===== config.mk =====
export PLATFORM = sky130hd
export DESIGN_NAME = rpc_top
export DESIGN_NICKNAME = d
export VERILOG_FILES = /design/src/rpc_pkg.sv /design/src/rpc_scale.sv /design/src/rpc_retain.sv /design/src/rpc_top.sv
export VERILOG_INCLUDE_DIRS = /design/src
export SDC_FILE = /design/constraint.sdc
export NUM_CORES = 2
export LEC_CHECK = 0
export CORE_UTILIZATION = 58
export CTS_CLUSTER_SIZE = 16
export DETAILED_ROUTE_END_ITERATION = 7
export DONT_BUFFER_PORTS = 1
export HOLD_SLACK_MARGIN = 0.1
export MAX_ROUTING_LAYER = met4
export PLACE_DENSITY = 0.74
export REMOVE_ABC_BUFFERS = 1
export SLEW_MARGIN = 20
export SYNTH_ARGS = -nofsm -noshare
export SYNTH_HDL_FRONTEND = slang
export SYNTH_SLANG_ARGS = --single-unit

===== constraint.sdc =====
create_clock -name sys_clk -period 11.7 [get_ports sys_clk]
set_input_delay 1.755 -clock sys_clk [delete_from_list [all_inputs] [get_ports sys_clk]]
set_output_delay 1.755 -clock sys_clk [all_outputs]
set_load 0.05 [all_outputs]

===== src/rpc_map.svh =====
// register offsets, field positions, reset values for the prefetch cache control
`ifndef RPC_MAP_SVH
`define RPC_MAP_SVH
`define RPC_OFF_CFG        8'h00
`define RPC_OFF_THRESH     8'h04
`define RPC_OFF_MINPF      8'h08
`define RPC_OFF_MAXPF      8'h0c
`define RPC_OFF_CEIL       8'h10
`define RPC_OFF_LAST_LBA   8'h14
`define RPC_OFF_STATUS     8'h18
`define RPC_OFF_LIMITS     8'h1c
`define RPC_CFG_SCALE_BIT  0
`define RPC_CFG_RRET_LSB   4
`define RPC_CFG_WRET_LSB   8
`define RPC_CFG_MASK       32'h0000_0ff1
`define RPC_ST_RUN_BIT     0
`define RPC_ST_SKIP_BIT    1
`define RPC_ST_DEFER_BIT   2
`define RPC_RST_CFG        32'h0000_0000
`define RPC_RST_THRESH     16'hffff
`define RPC_RST_MINPF      16'h0000
`define RPC_RST_MAXPF      16'hffff
`define RPC_RST_CEIL       16'hffff
`define RPC_RST_LAST_LBA   32'hffff_ffff
`define RPC_RET_CODE_NONE  4'h0
`define RPC_RET_CODE_SOON  4'h1
`define RPC_RET_CODE_KEEP  4'hf
`define RPC_RESP_OKAY      2'b00
`define RPC_RESP_SLVERR    2'b10
`endif


===== src/rpc_pkg.sv =====
// types shared by the prefetch cache control files
`default_nettype none
package rpc_pkg;
  typedef enum logic [1:0] {
    RPC_IDLE = 2'b01,
    RPC_RUN  = 2'b10
  } rpc_state_t;
  typedef enum logic [1:0] {
    RPC_RET_NONE   = 2'h0,
    RPC_RET_SOONER = 2'h1,
    RPC_RET_KEEP   = 2'h2,
    RPC_RET_RSVD   = 2'h3
  } rpc_ret_t;
endpackage
`default_nettype wire


===== src/rpc_scale.sv =====
// converts a prefetch field into a block count, with optional ceiling
`timescale 1ns/1ps
`default_nettype none
module rpc_scale (
  input  wire logic        scale_mode,
  input  wire logic [15:0] field,
  input  wire logic [15:0] xfer_len,
  input  wire logic [15:0] ceiling,
  input  wire logic        use_ceiling,
  output logic      [31:0] blocks
);
  logic [31:0] raw;

  // scaled mode multiplies by the current transfer length
  always_comb
  begin
    // both factors widened first so the full 32-bit product is kept
    raw = scale_mode ? ({16'h0000, field} * {16'h0000, xfer_len}) : {16'h0000, field};
    blocks = raw;
    if (use_ceiling && (raw > {16'h0000, ceiling}))
    begin
      blocks = {16'h0000, ceiling};
    end
  end
endmodule
`default_nettype wire


===== src/rpc_retain.sv =====
// decodes a four-bit retention priority code into a class
`timescale 1ns/1ps
`default_nettype none
`include "rpc_map.svh"
module rpc_retain (
  input  wire logic [3:0]      code,
  output rpc_pkg::rpc_ret_t    ret_class
);
  // codes 2h to eh fall to reserved; the cache treats them as no preference
  always_comb
  begin
    if (code == `RPC_RET_CODE_NONE)
      ret_class = rpc_pkg::RPC_RET_NONE;
    else if (code == `RPC_RET_CODE_SOON)
      ret_class = rpc_pkg::RPC_RET_SOONER;
    else if (code == `RPC_RET_CODE_KEEP)
      ret_class = rpc_pkg::RPC_RET_KEEP;
    else
      ret_class = rpc_pkg::RPC_RET_RSVD;
  end
endmodule
`default_nettype wire


===== src/rpc_top.sv =====
// read prefetch and cache retention control with an axi4-lite register port
// Summary of operation
// write retention code advises how long written, already flushed data stays cached
// prefetch decisions follow the most recent read command
// prefetch settings are hints; never raise a check condition when unmet
// skip prefetch when read length exceeds threshold, otherwise try one
// threshold of zero disables all prefetch, zero-length reads included
// minimum count from field and scale mode is always fetched; here clamped to the maximum and cut short by medium end or a fatal error
// prefetch starts at block right after the read's final block
// prefetch always stops before the last block of the medium
// prefetch errors hidden unless fatal; fatal ones reported as deferred
// past the minimum count, abandon prefetch once another command is ready
// no early abandon when minimum and maximum fields are equal
// maximum count from field and scale mode bounds each read's prefetch
// maximum count is truncated to the ceiling value
// scale mode clear means block counts; set means multiply by length
// retention codes: 0 none, 1h replace sooner, fh keep, others reserved
// settings are held and applied from the next read command onward
//
// Design decisions made here: register access over AXI4-Lite and the address map.
`timescale 1ns/1ps
`default_nettype none
`include "rpc_map.svh"
module rpc_top (
  input  wire logic               sys_clk,
  input  wire logic               reset_n,
  input  wire logic [7:0]         s_axi_awaddr,
  input  wire logic               s_axi_awvalid,
  output logic                    s_axi_awready,
  input  wire logic [31:0]        s_axi_wdata,
  input  wire logic [3:0]         s_axi_wstrb,
  input  wire logic               s_axi_wvalid,
  output logic                    s_axi_wready,
  output logic [1:0]              s_axi_bresp,
  output logic                    s_axi_bvalid,
  input  wire logic               s_axi_bready,
  input  wire logic [7:0]         s_axi_araddr,
  input  wire logic               s_axi_arvalid,
  output logic                    s_axi_arready,
  output logic [31:0]             s_axi_rdata,
  output logic [1:0]              s_axi_rresp,
  output logic                    s_axi_rvalid,
  input  wire logic               s_axi_rready,
  input  wire logic               rd_cmd_valid,
  input  wire logic [31:0]        rd_cmd_lba,
  input  wire logic [15:0]        rd_cmd_len,
  input  wire logic               cmd_pending,
  output logic                    pf_req_valid,
  output logic [31:0]             pf_req_lba,
  input  wire logic               pf_req_ready,
  input  wire logic               pf_err,
  input  wire logic               pf_err_fatal,
  output logic                    deferred_err,
  output rpc_pkg::rpc_ret_t       read_ret_class,
  output rpc_pkg::rpc_ret_t       write_ret_class
);
  logic                rst_meta_q;
  logic                rst_n;
  logic [31:0]         cfg_q;
  logic [15:0]         thresh_q;
  logic [15:0]         minpf_q;
  logic [15:0]         maxpf_q;
  logic [15:0]         ceil_q;
  logic [31:0]         last_lba_q;
  logic                bvalid_q;
  logic [1:0]          bresp_q;
  logic                rvalid_q;
  logic [31:0]         rdata_q;
  logic [1:0]          rresp_q;
  logic                wr_fire;
  logic                rd_fire;
  logic                wr_ok;
  logic                rd_ok;
  logic [31:0]         rd_word;
  logic [31:0]         wmask;
  logic                clr_defer;
  rpc_pkg::rpc_state_t state_q;
  logic [31:0]         min_raw;
  logic [31:0]         max_cnt;
  logic [31:0]         min_q;
  logic [31:0]         max_q;
  logic                no_early_q;
  logic [31:0]         count_q;
  logic                skip_q;
  logic                defer_q;
  logic                skip_now;
  logic [31:0]         start_lba;
  logic                fatal;
  logic [31:0]         cnt_d;
  logic [31:0]         lba_d;
  logic                stop_d;
  rpc_pkg::rpc_ret_t   rret_dec;
  rpc_pkg::rpc_ret_t   wret_dec;

  // reset release through two flops; the first feeds only the second
  always_ff @(posedge sys_clk or negedge reset_n)
  begin
    if (!reset_n)
    begin
      rst_meta_q <= 1'b0;
      rst_n      <= 1'b0;
    end
    else
    begin
      rst_meta_q <= 1'b1;
      rst_n      <= rst_meta_q;
    end
  end

  // write address and data are taken together; one response at a time
  assign wr_fire       = s_axi_awvalid && s_axi_wvalid && !bvalid_q;
  assign s_axi_awready = wr_fire;
  assign s_axi_wready  = wr_fire;
  assign rd_fire       = s_axi_arvalid && !rvalid_q;
  assign s_axi_arready = rd_fire;
  assign s_axi_bvalid  = bvalid_q;
  assign s_axi_bresp   = bresp_q;
  assign s_axi_rvalid  = rvalid_q;
  assign s_axi_rdata   = rdata_q;
  assign s_axi_rresp   = rresp_q;
  assign wmask = {{8{s_axi_wstrb[3]}}, {8{s_axi_wstrb[2]}},
                  {8{s_axi_wstrb[1]}}, {8{s_axi_wstrb[0]}}};

  // write decode; status and limits are read-only except the clear bit
  always_comb
  begin
    wr_ok = 1'b1;
    if (s_axi_awaddr == `RPC_OFF_CFG)
      wr_ok = 1'b1;
    else if (s_axi_awaddr == `RPC_OFF_THRESH)
      wr_ok = 1'b1;
    else if (s_axi_awaddr == `RPC_OFF_MINPF)
      wr_ok = 1'b1;
    else if (s_axi_awaddr == `RPC_OFF_MAXPF)
      wr_ok = 1'b1;
    else if (s_axi_awaddr == `RPC_OFF_CEIL)
      wr_ok = 1'b1;
    else if (s_axi_awaddr == `RPC_OFF_LAST_LBA)
      wr_ok = 1'b1;
    else if (s_axi_awaddr == `RPC_OFF_STATUS)
      wr_ok = 1'b1;
    else
      wr_ok = 1'b0;
  end

  // settings registers; byte strobes honoured
  always_ff @(posedge sys_clk or negedge rst_n)
  begin
    if (!rst_n)
    begin
      cfg_q      <= `RPC_RST_CFG;
      thresh_q   <= `RPC_RST_THRESH;
      minpf_q    <= `RPC_RST_MINPF;
      maxpf_q    <= `RPC_RST_MAXPF;
      ceil_q     <= `RPC_RST_CEIL;
      last_lba_q <= `RPC_RST_LAST_LBA;
    end
    else if (wr_fire)
    begin
      if (s_axi_awaddr == `RPC_OFF_CFG)
        cfg_q <= ((cfg_q & ~wmask) | (s_axi_wdata & wmask)) & `RPC_CFG_MASK;
      else if (s_axi_awaddr == `RPC_OFF_THRESH)
        thresh_q <= (thresh_q & ~wmask[15:0]) | (s_axi_wdata[15:0] & wmask[15:0]);
      else if (s_axi_awaddr == `RPC_OFF_MINPF)
        minpf_q <= (minpf_q & ~wmask[15:0]) | (s_axi_wdata[15:0] & wmask[15:0]);
      else if (s_axi_awaddr == `RPC_OFF_MAXPF)
        maxpf_q <= (maxpf_q & ~wmask[15:0]) | (s_axi_wdata[15:0] & wmask[15:0]);
      else if (s_axi_awaddr == `RPC_OFF_CEIL)
        ceil_q <= (ceil_q & ~wmask[15:0]) | (s_axi_wdata[15:0] & wmask[15:0]);
      else if (s_axi_awaddr == `RPC_OFF_LAST_LBA)
        last_lba_q <= (last_lba_q & ~wmask) | (s_axi_wdata & wmask);
    end
  end

  // write response; unmapped offsets answer slverr
  always_ff @(posedge sys_clk or negedge rst_n)
  begin
    if (!rst_n)
    begin
      bvalid_q <= 1'b0;
      bresp_q  <= `RPC_RESP_OKAY;
    end
    else if (wr_fire)
    begin
      bvalid_q <= 1'b1;
      bresp_q  <= wr_ok ? `RPC_RESP_OKAY : `RPC_RESP_SLVERR;
    end
    else if (s_axi_bready)
      bvalid_q <= 1'b0;
  end

  // read decode; unmapped reads return zero with slverr
  always_comb
  begin
    rd_ok   = 1'b1;
    rd_word = 32'h0000_0000;
    if (s_axi_araddr == `RPC_OFF_CFG)
      rd_word = cfg_q;
    else if (s_axi_araddr == `RPC_OFF_THRESH)
      rd_word = {16'h0000, thresh_q};
    else if (s_axi_araddr == `RPC_OFF_MINPF)
      rd_word = {16'h0000, minpf_q};
    else if (s_axi_araddr == `RPC_OFF_MAXPF)
      rd_word = {16'h0000, maxpf_q};
    else if (s_axi_araddr == `RPC_OFF_CEIL)
      rd_word = {16'h0000, ceil_q};
    else if (s_axi_araddr == `RPC_OFF_LAST_LBA)
      rd_word = last_lba_q;
    else if (s_axi_araddr == `RPC_OFF_STATUS)
      rd_word = {count_q[15:0], 13'h0000, defer_q, skip_q, state_q == rpc_pkg::RPC_RUN};
    else if (s_axi_araddr == `RPC_OFF_LIMITS)
      rd_word = {max_q[15:0], min_q[15:0]};
    else
      rd_ok = 1'b0;
  end

  always_ff @(posedge sys_clk or negedge rst_n)
  begin
    if (!rst_n)
    begin
      rvalid_q <= 1'b0;
      rdata_q  <= 32'h0000_0000;
      rresp_q  <= `RPC_RESP_OKAY;
    end
    else if (rd_fire)
    begin
      rvalid_q <= 1'b1;
      rdata_q  <= rd_word;
      rresp_q  <= rd_ok ? `RPC_RESP_OKAY : `RPC_RESP_SLVERR;
    end
    else if (s_axi_rready)
      rvalid_q <= 1'b0;
  end

  // counts worked out from the read now arriving
  rpc_scale u_min (
    .scale_mode  (cfg_q[`RPC_CFG_SCALE_BIT]),
    .field       (minpf_q),
    .xfer_len    (rd_cmd_len),
    .ceiling     (ceil_q),
    .use_ceiling (1'b0),
    .blocks      (min_raw)
  );
  rpc_scale u_max (
    .scale_mode  (cfg_q[`RPC_CFG_SCALE_BIT]),
    .field       (maxpf_q),
    .xfer_len    (rd_cmd_len),
    .ceiling     (ceil_q),
    .use_ceiling (1'b1),
    .blocks      (max_cnt)
  );
  rpc_retain u_rret (
    .code      (cfg_q[`RPC_CFG_RRET_LSB +: 4]),
    .ret_class (rret_dec)
  );
  rpc_retain u_wret (
    .code      (cfg_q[`RPC_CFG_WRET_LSB +: 4]),
    .ret_class (wret_dec)
  );

  assign skip_now  = (thresh_q == 16'h0000) || (rd_cmd_len > thresh_q);
  assign start_lba = rd_cmd_lba + {16'h0000, rd_cmd_len};
  assign fatal     = pf_err && pf_err_fatal;
  assign cnt_d     = count_q + {31'h0000_0000, pf_req_ready};
  assign lba_d     = pf_req_lba + {31'h0000_0000, pf_req_ready};

  // stop on max, medium end, fatal error, or a waiting command past the minimum
  always_comb
  begin
    stop_d = fatal || (cnt_d >= max_q) || (lba_d >= last_lba_q);
    if (cmd_pending && !no_early_q && (cnt_d > min_q))
      stop_d = 1'b1;
  end

  // a new read always restarts the decision, so the latest read governs
  always_ff @(posedge sys_clk or negedge rst_n)
  begin
    if (!rst_n)
    begin
      state_q    <= rpc_pkg::RPC_IDLE;
      count_q    <= 32'h0000_0000;
      pf_req_lba <= 32'h0000_0000;
      min_q      <= 32'h0000_0000;
      max_q      <= 32'h0000_0000;
      no_early_q <= 1'b0;
      skip_q     <= 1'b0;
    end
    else if (rd_cmd_valid)
    begin
      // a minimum above the maximum cannot be met; it is quietly clamped
      min_q      <= (min_raw > max_cnt) ? max_cnt : min_raw;
      max_q      <= max_cnt;
      no_early_q <= (minpf_q == maxpf_q);
      skip_q     <= skip_now;
      count_q    <= 32'h0000_0000;
      pf_req_lba <= start_lba;
      if (!skip_now && (max_cnt != 32'h0000_0000) && (start_lba < last_lba_q))
        state_q <= rpc_pkg::RPC_RUN;
      else
        state_q <= rpc_pkg::RPC_IDLE;
    end
    else
    begin
      case (state_q)
        rpc_pkg::RPC_RUN:
        begin
          count_q    <= cnt_d;
          pf_req_lba <= lba_d;
          if (stop_d)
            state_q <= rpc_pkg::RPC_IDLE;
        end
        default:
          state_q <= rpc_pkg::RPC_IDLE;
      endcase
    end
  end

  assign pf_req_valid = (state_q == rpc_pkg::RPC_RUN);

  // set wins over software clear; non-fatal errors leave no trace
  assign clr_defer = wr_fire && (s_axi_awaddr == `RPC_OFF_STATUS) && s_axi_wstrb[0]
                     && s_axi_wdata[`RPC_ST_DEFER_BIT];
  always_ff @(posedge sys_clk or negedge rst_n)
  begin
    if (!rst_n)
      defer_q <= 1'b0;
    else if (fatal && pf_req_valid)
      defer_q <= 1'b1;
    else if (clr_defer)
      defer_q <= 1'b0;
  end
  assign deferred_err = defer_q;

  // retention classes follow the settings in force at the last read
  always_ff @(posedge sys_clk or negedge rst_n)
  begin
    if (!rst_n)
    begin
      read_ret_class  <= rpc_pkg::RPC_RET_NONE;
      write_ret_class <= rpc_pkg::RPC_RET_NONE;
    end
    else if (rd_cmd_valid)
    begin
      read_ret_class  <= rret_dec;
      write_ret_class <= wret_dec;
    end
  end
endmodule
`default_nettype wire


# Word level (Yosys, flattened, before mapping)
# Index checks and enable logic that the tools add are counted.
[word_totals] reg_bits=282 input_bits=112 out_inout_bits=79 elab_cells=161
[op_classes] n_addsub=3 multipliers=2 order_cmp=7 eq_ne=20 muxes=50 n_bitwise=21 n_reduce_logical=35
[op_table] operator="$mux W32" n=16
[op_table] operator="$and A16 B16 Y16" n=5
[op_table] operator="$add A32 B1 Y32" n=2
[op_table] operator="$and A32 B32 Y32" n=2
[op_table] operator="$ge A32 B32 Y1" n=2
[op_table] operator="$gt A32 B32 Y1" n=2
[op_table] operator="$mul A16 B16 Y32" n=2
[op_table] operator="$or A16 B16 Y16" n=4
[op_table] operator="$eq A8 B5 Y1 const B" n=7
[op_table] operator="$add A32 B16 Y32" n=1
[op_table] operator="$eq A8 B4 Y1 const B" n=4
[op_table] operator="$gt A32 B16 Y1" n=1
[op_table] operator="$lt A32 B32 Y1" n=1
[op_table] operator="$not A32 Y32" n=1
[op_table] operator="$or A32 B32 Y32" n=1
[op_table] operator="$reduce_bool A32 Y1" n=1
[op_table] operator="$mux W1" n=24
[op_table] operator="$mux W2" n=10
[op_table] operator="$eq A16 B16 Y1" n=1
[op_table] operator="$eq A8 B3 Y1 const B" n=2
[op_table] operator="$gt A16 B16 Y1" n=1
[op_table] operator="$logic_not A16 Y1" n=1
[op_table] operator="$logic_not A8 Y1" n=2
[op_table] operator="$not A16 Y16" n=1
[op_table] operator="18 further kinds" n=44

# Longest topological paths before layout
[depth] ltp_word=10 depth_mapped=46 mapped_depth_nobuf=42

# Cells and area by module
# A second synthesis with hierarchy kept.
[unflattened] cells_unflattened=4407 hier_area_um2=38812.2
[by_module_without_submodules] mod="rpc_top" instances=1 cells_each=2066 area_each_um2=19218.4 seq_area_each_um2=7108.1
[by_module_without_submodules] mod="rpc_scale (u_max)" instances=1 cells_each=1176 area_each_um2=9790.6 seq_area_each_um2=0.0
[by_module_without_submodules] mod="rpc_scale (u_min)" instances=1 cells_each=1159 area_each_um2=9753.1 seq_area_each_um2=0.0
[by_module_without_submodules] mod="rpc_retain" instances=2 cells_each=3 area_each_um2=25.0 seq_area_each_um2=0.0

# Worst setup path after synthesis
# OpenSTA, ideal clock, no wires.
[synth_timing] path_type="input port to flip-flop" start="input rd_cmd_len[1]" end="register min_q[15]" setup_time_ns=0.101 arrival_ns=11.780 t_required_ns=11.599 setup_slack_ns=-0.180 path_stages=42 path_buffers=3 path_cell_list="clkbuf_1 nand2_1 fa_1 fa_1 fa_1 fa_1 inv_1 fa_1 inv_1 fa_1 inv_1 ha_1 a21o_1 o21bai_1 a21oi_1 xnor2_1 mux2_2 ha_1 [... 6 more ...] nor4_4 nand4_4 o21ai_4 buf_8 mux2i_1 ha_1 a21o_1 a21o_1 a21o_1 a2111oi_0 nor4_1 a2111oi_0 nor2_1 nand2_1 clkbuf_1 nor2_1 a21o_1 o32ai_1"
[synth_via] elab_chain_len=6 word_cells_on_any_way=8 classes_between="mul (2); order compare (2); mux (4)"
[synth_lines] item="start: declaration" line="rpc_top.sv:46" source="input wire logic [15:0] rd_cmd_len,"
[synth_lines] item="$mul A16 B16 Y32" line="rpc_scale.sv:18" source="raw = scale_mode ? ({16'h0000, field} * {16'h0000, xfer_len}) : {16'h0000, field};"
[synth_lines] item="$mux W32" line="rpc_scale.sv:18"
[synth_lines] item="$gt A32 B16 Y1" line="rpc_scale.sv:20" source="if (use_ceiling && (raw > {16'h0000, ceiling}))"
[synth_lines] item="$mux W32" line="rpc_scale.sv:20"
[synth_lines] item="$gt A32 B32 Y1" line="rpc_top.sv:291" source="min_q <= (min_raw > max_cnt) ? max_cnt : min_raw;"
[synth_lines] item="$mux W32 *" line="rpc_top.sv:291"
[synth_lines] item="end signal: assignment" line="rpc_top.sv:291"
[synth_lines] item="end: declaration" line="rpc_top.sv:80" source="logic [31:0] min_q;"
# Mark *: on every way between the ends. The rest lies on a longest branch, timed or not.
# A chain may end at the register's enable or synchronous reset.

# Worst setup path in the final report
[layout_timing] start="input rd_cmd_len[4]" end="register min_q[11]"
# Same word-level chain as after synthesis.

==> results.toml <==
[yosys]
syn_inst = 4239
synth_warnings = 0
synthesis.area_sq_um = 37480
synth_top_area_frac = 0.2078
yosysSeqAreaShare = 0.1896
synthDistinctLibCells = 91
yosysTopAreaCell = "fa_1"
ys.flop_type = "dfrtp_1"
synth-edff-count = 0
async_flop_share = 1.000
synth.avg_cell_area_sq_um = 8.842
yosys-top-cells-area = "fa_1 21%, ha_1 14%, dfrtp_1 13%"
synth-seq-cells = 280

[cells_and_area]
final_cell_mix = "597 x inv_1, 556 x nand2_1, 419 x ha_1"
syn_to_final_growth_pct = 5.264
fin_nets = 5078
n_fill_cell = 5489
drive_gt1_frac = 0.08802
final_common_cell = "inv_1"
fin_cells = 5033
final_util = 0.6221

[timing]
hold_ws_ps = 289.9
fmax_ghz = 0.08997
relSlewSlack = 0.2598
maxSlewViolCount = 0
rsz0062_at_grt = "false"
hold_violations = 0
layout_min_cycle_time_ps = 11110
tightest_slew_ps = 1110
setup_tns_ps = 0
skew_ps = 31.61
finalSetupViolCount = 0
post-route-period-util = 0.9500

[worst_setup_path]
arrival_ps = 11550
crit_type = "input pin to flop"
crit_path_frequent_cell = "fa_1"
cp-start-kind = "input pin"
endpoint_kind = "flop"
critPathSlowestCell = "fa_1"
reg2reg_to = "min_q[11]"
reg2regPathDepth = 40
worstPathRequired_ps = 12140
slowest_delay_ps = 560
crit_path_max_fanout = 34
rrSetupSlack_ps = 770

[hold_path]
hp-class = "flop to asynchronous set/reset pin"

[grt]
grt_max_degree = 168
grt_pass1_vias = 31020
grt_usage = 0.3555
grt_pass1_wl_um = 177200
antenna_found_initial = 7
grt-ovfl-total = 0

[clock_tree]
root_buffer = "clkbuf_16"
hold_buffers = 0
cts_tree = "done"
clkSinkCount = 280
numCtsBuffers = 29
cts_buffer_depth = 3
clk_pin_slew_ps = 70
insertion_delay_ps = 600
post_cts_buffers = 0
h-tree-depth = 1

[floorplan]
start_util = 0.5910
boundaryPins = 191
fp-row-count = 92
die_area_sq_um = 65650
die_w_um = 256.2
die_y_um = 256.2
coreArea_sq_um = 63430

[placed_design]
gp_congestion = 1.019
io_buffer_count = 0
placed_cells = 4972
place_hpwl_um = 86790

[routing]
post_drt_via_cell_ratio = 6.078
num_vias = 30590
wl_per_cell_um = 22.29
dr.pass1.iters = 6
wl_um = 112200
drc = 0
initialDrtViolationCount = 2803
ant_nets = 0

[power_and_ir_drop]
p_per_area_nw_per_um2 = 65.70
p_leak_nw = 19.82
vdd_drop_max_mv = 0.1239

[outcome]
status = "completed"

[flow_run]
drv_cap = 0
layer usage:
layer,share of wire,global-route usage,vias to the layer above
met5,0,-,-
met4,0.038,0.1196,0
met3,0.088,0.06762,262
met2,0.46,0.5607,1317
met1,0.41,0.4596,15230
li1,-,-,13780
how the worst max path moves through the flow:
stage          slack [ps]  cells past startpoint        end     startpoint
2_1_floorplan        -640                     40   min_q[6]  rd_cmd_len[4]
3_3_place_gp          170                     42   min_q[4]  rd_cmd_len[4]
3_5_place_dp           30                     42  min_q[10]  rd_cmd_len[4]
4_1_cts               610                     42  min_q[10]  rd_cmd_len[4]
5_1_grt                60                     40  min_q[11]  rd_cmd_len[4]
6_report              590                     40  min_q[11]  rd_cmd_len[4]
final cells by class:
cell class	count	area (sq um)	share of cell area
multi-input cells	3173	27440	0.6954
flip-flops and latches	280	7113	0.1803
diodes	6	15.01	0.0003805
well taps	846	1059	0.02683
inverters	599	2248	0.05699
clock inverters	9	138.9	0.003520
repair buffers	75	608.1	0.01541
clock buffers	45	835.8	0.02118
logic make-up after synthesis:
group / Yosys count / share of synthesized area
other: 2 / 0.0002004
XOR/XNOR: 199 / 0.04670
multiplexers: 168 / 0.04897
buffers and inverters: 803 / 0.08162
adder cells (fa/ha/maj): 808 / 0.3476
AND/OR/NAND/NOR: 1350 / 0.1739
AO/OA/AOI/OAI: 629 / 0.1113
flip-flops: 280 / 0.1896
through the flow:
| step | power, mW | area [sq um] | setup WS, ps |
|---|---|---|---|
| after global routing | 2.695 | 39450 | 63.33 |
| after CTS | 2.590 | 39390 | 613.2 |
| final | 2.592 | 39460 | 585.3 |
| after floorplan | 1.469 | 36740 | -641.7 |
| after global placement | 1.606 | 38420 | 165.8 |
| after detailed placement | 1.616 | 38420 | 26.96 |
critical path, delay by kind of cell:
kind	cells	cell delay (ps)
simple gates	9	1870
mux	2	570
fa+ha+maj	9	3920
compound gates	13	2740
buf+inv	6	560
xor+xnor	1	80
cells in the mapped netlist (all sizes together) (75+ instances only):
cell	count
ha	419
clkbuf	172
dfrtp	199
xnor2	112
a21oi	141
nand2	559
and2	226
fa	389
inv	599
nand3	75
nor2	199
dfstp	81
a21o	105
o21ai	161
xor2	87
mux2	123
report_power, final:
group | internal [mW] | switching (mW)
registers | 1.00 | 0.141
logic | 0.194 | 0.271
clock network | 0.560 | 0.424
total | 1.76 | 0.837
what timing repair did:
action,4_1_cts,5_1_grt
resized for setup,0,5
endpoints found under the setup margin,0,12
hold endpoints to repair,0,0
Note: power is estimated with default switching activity, not from simulation.
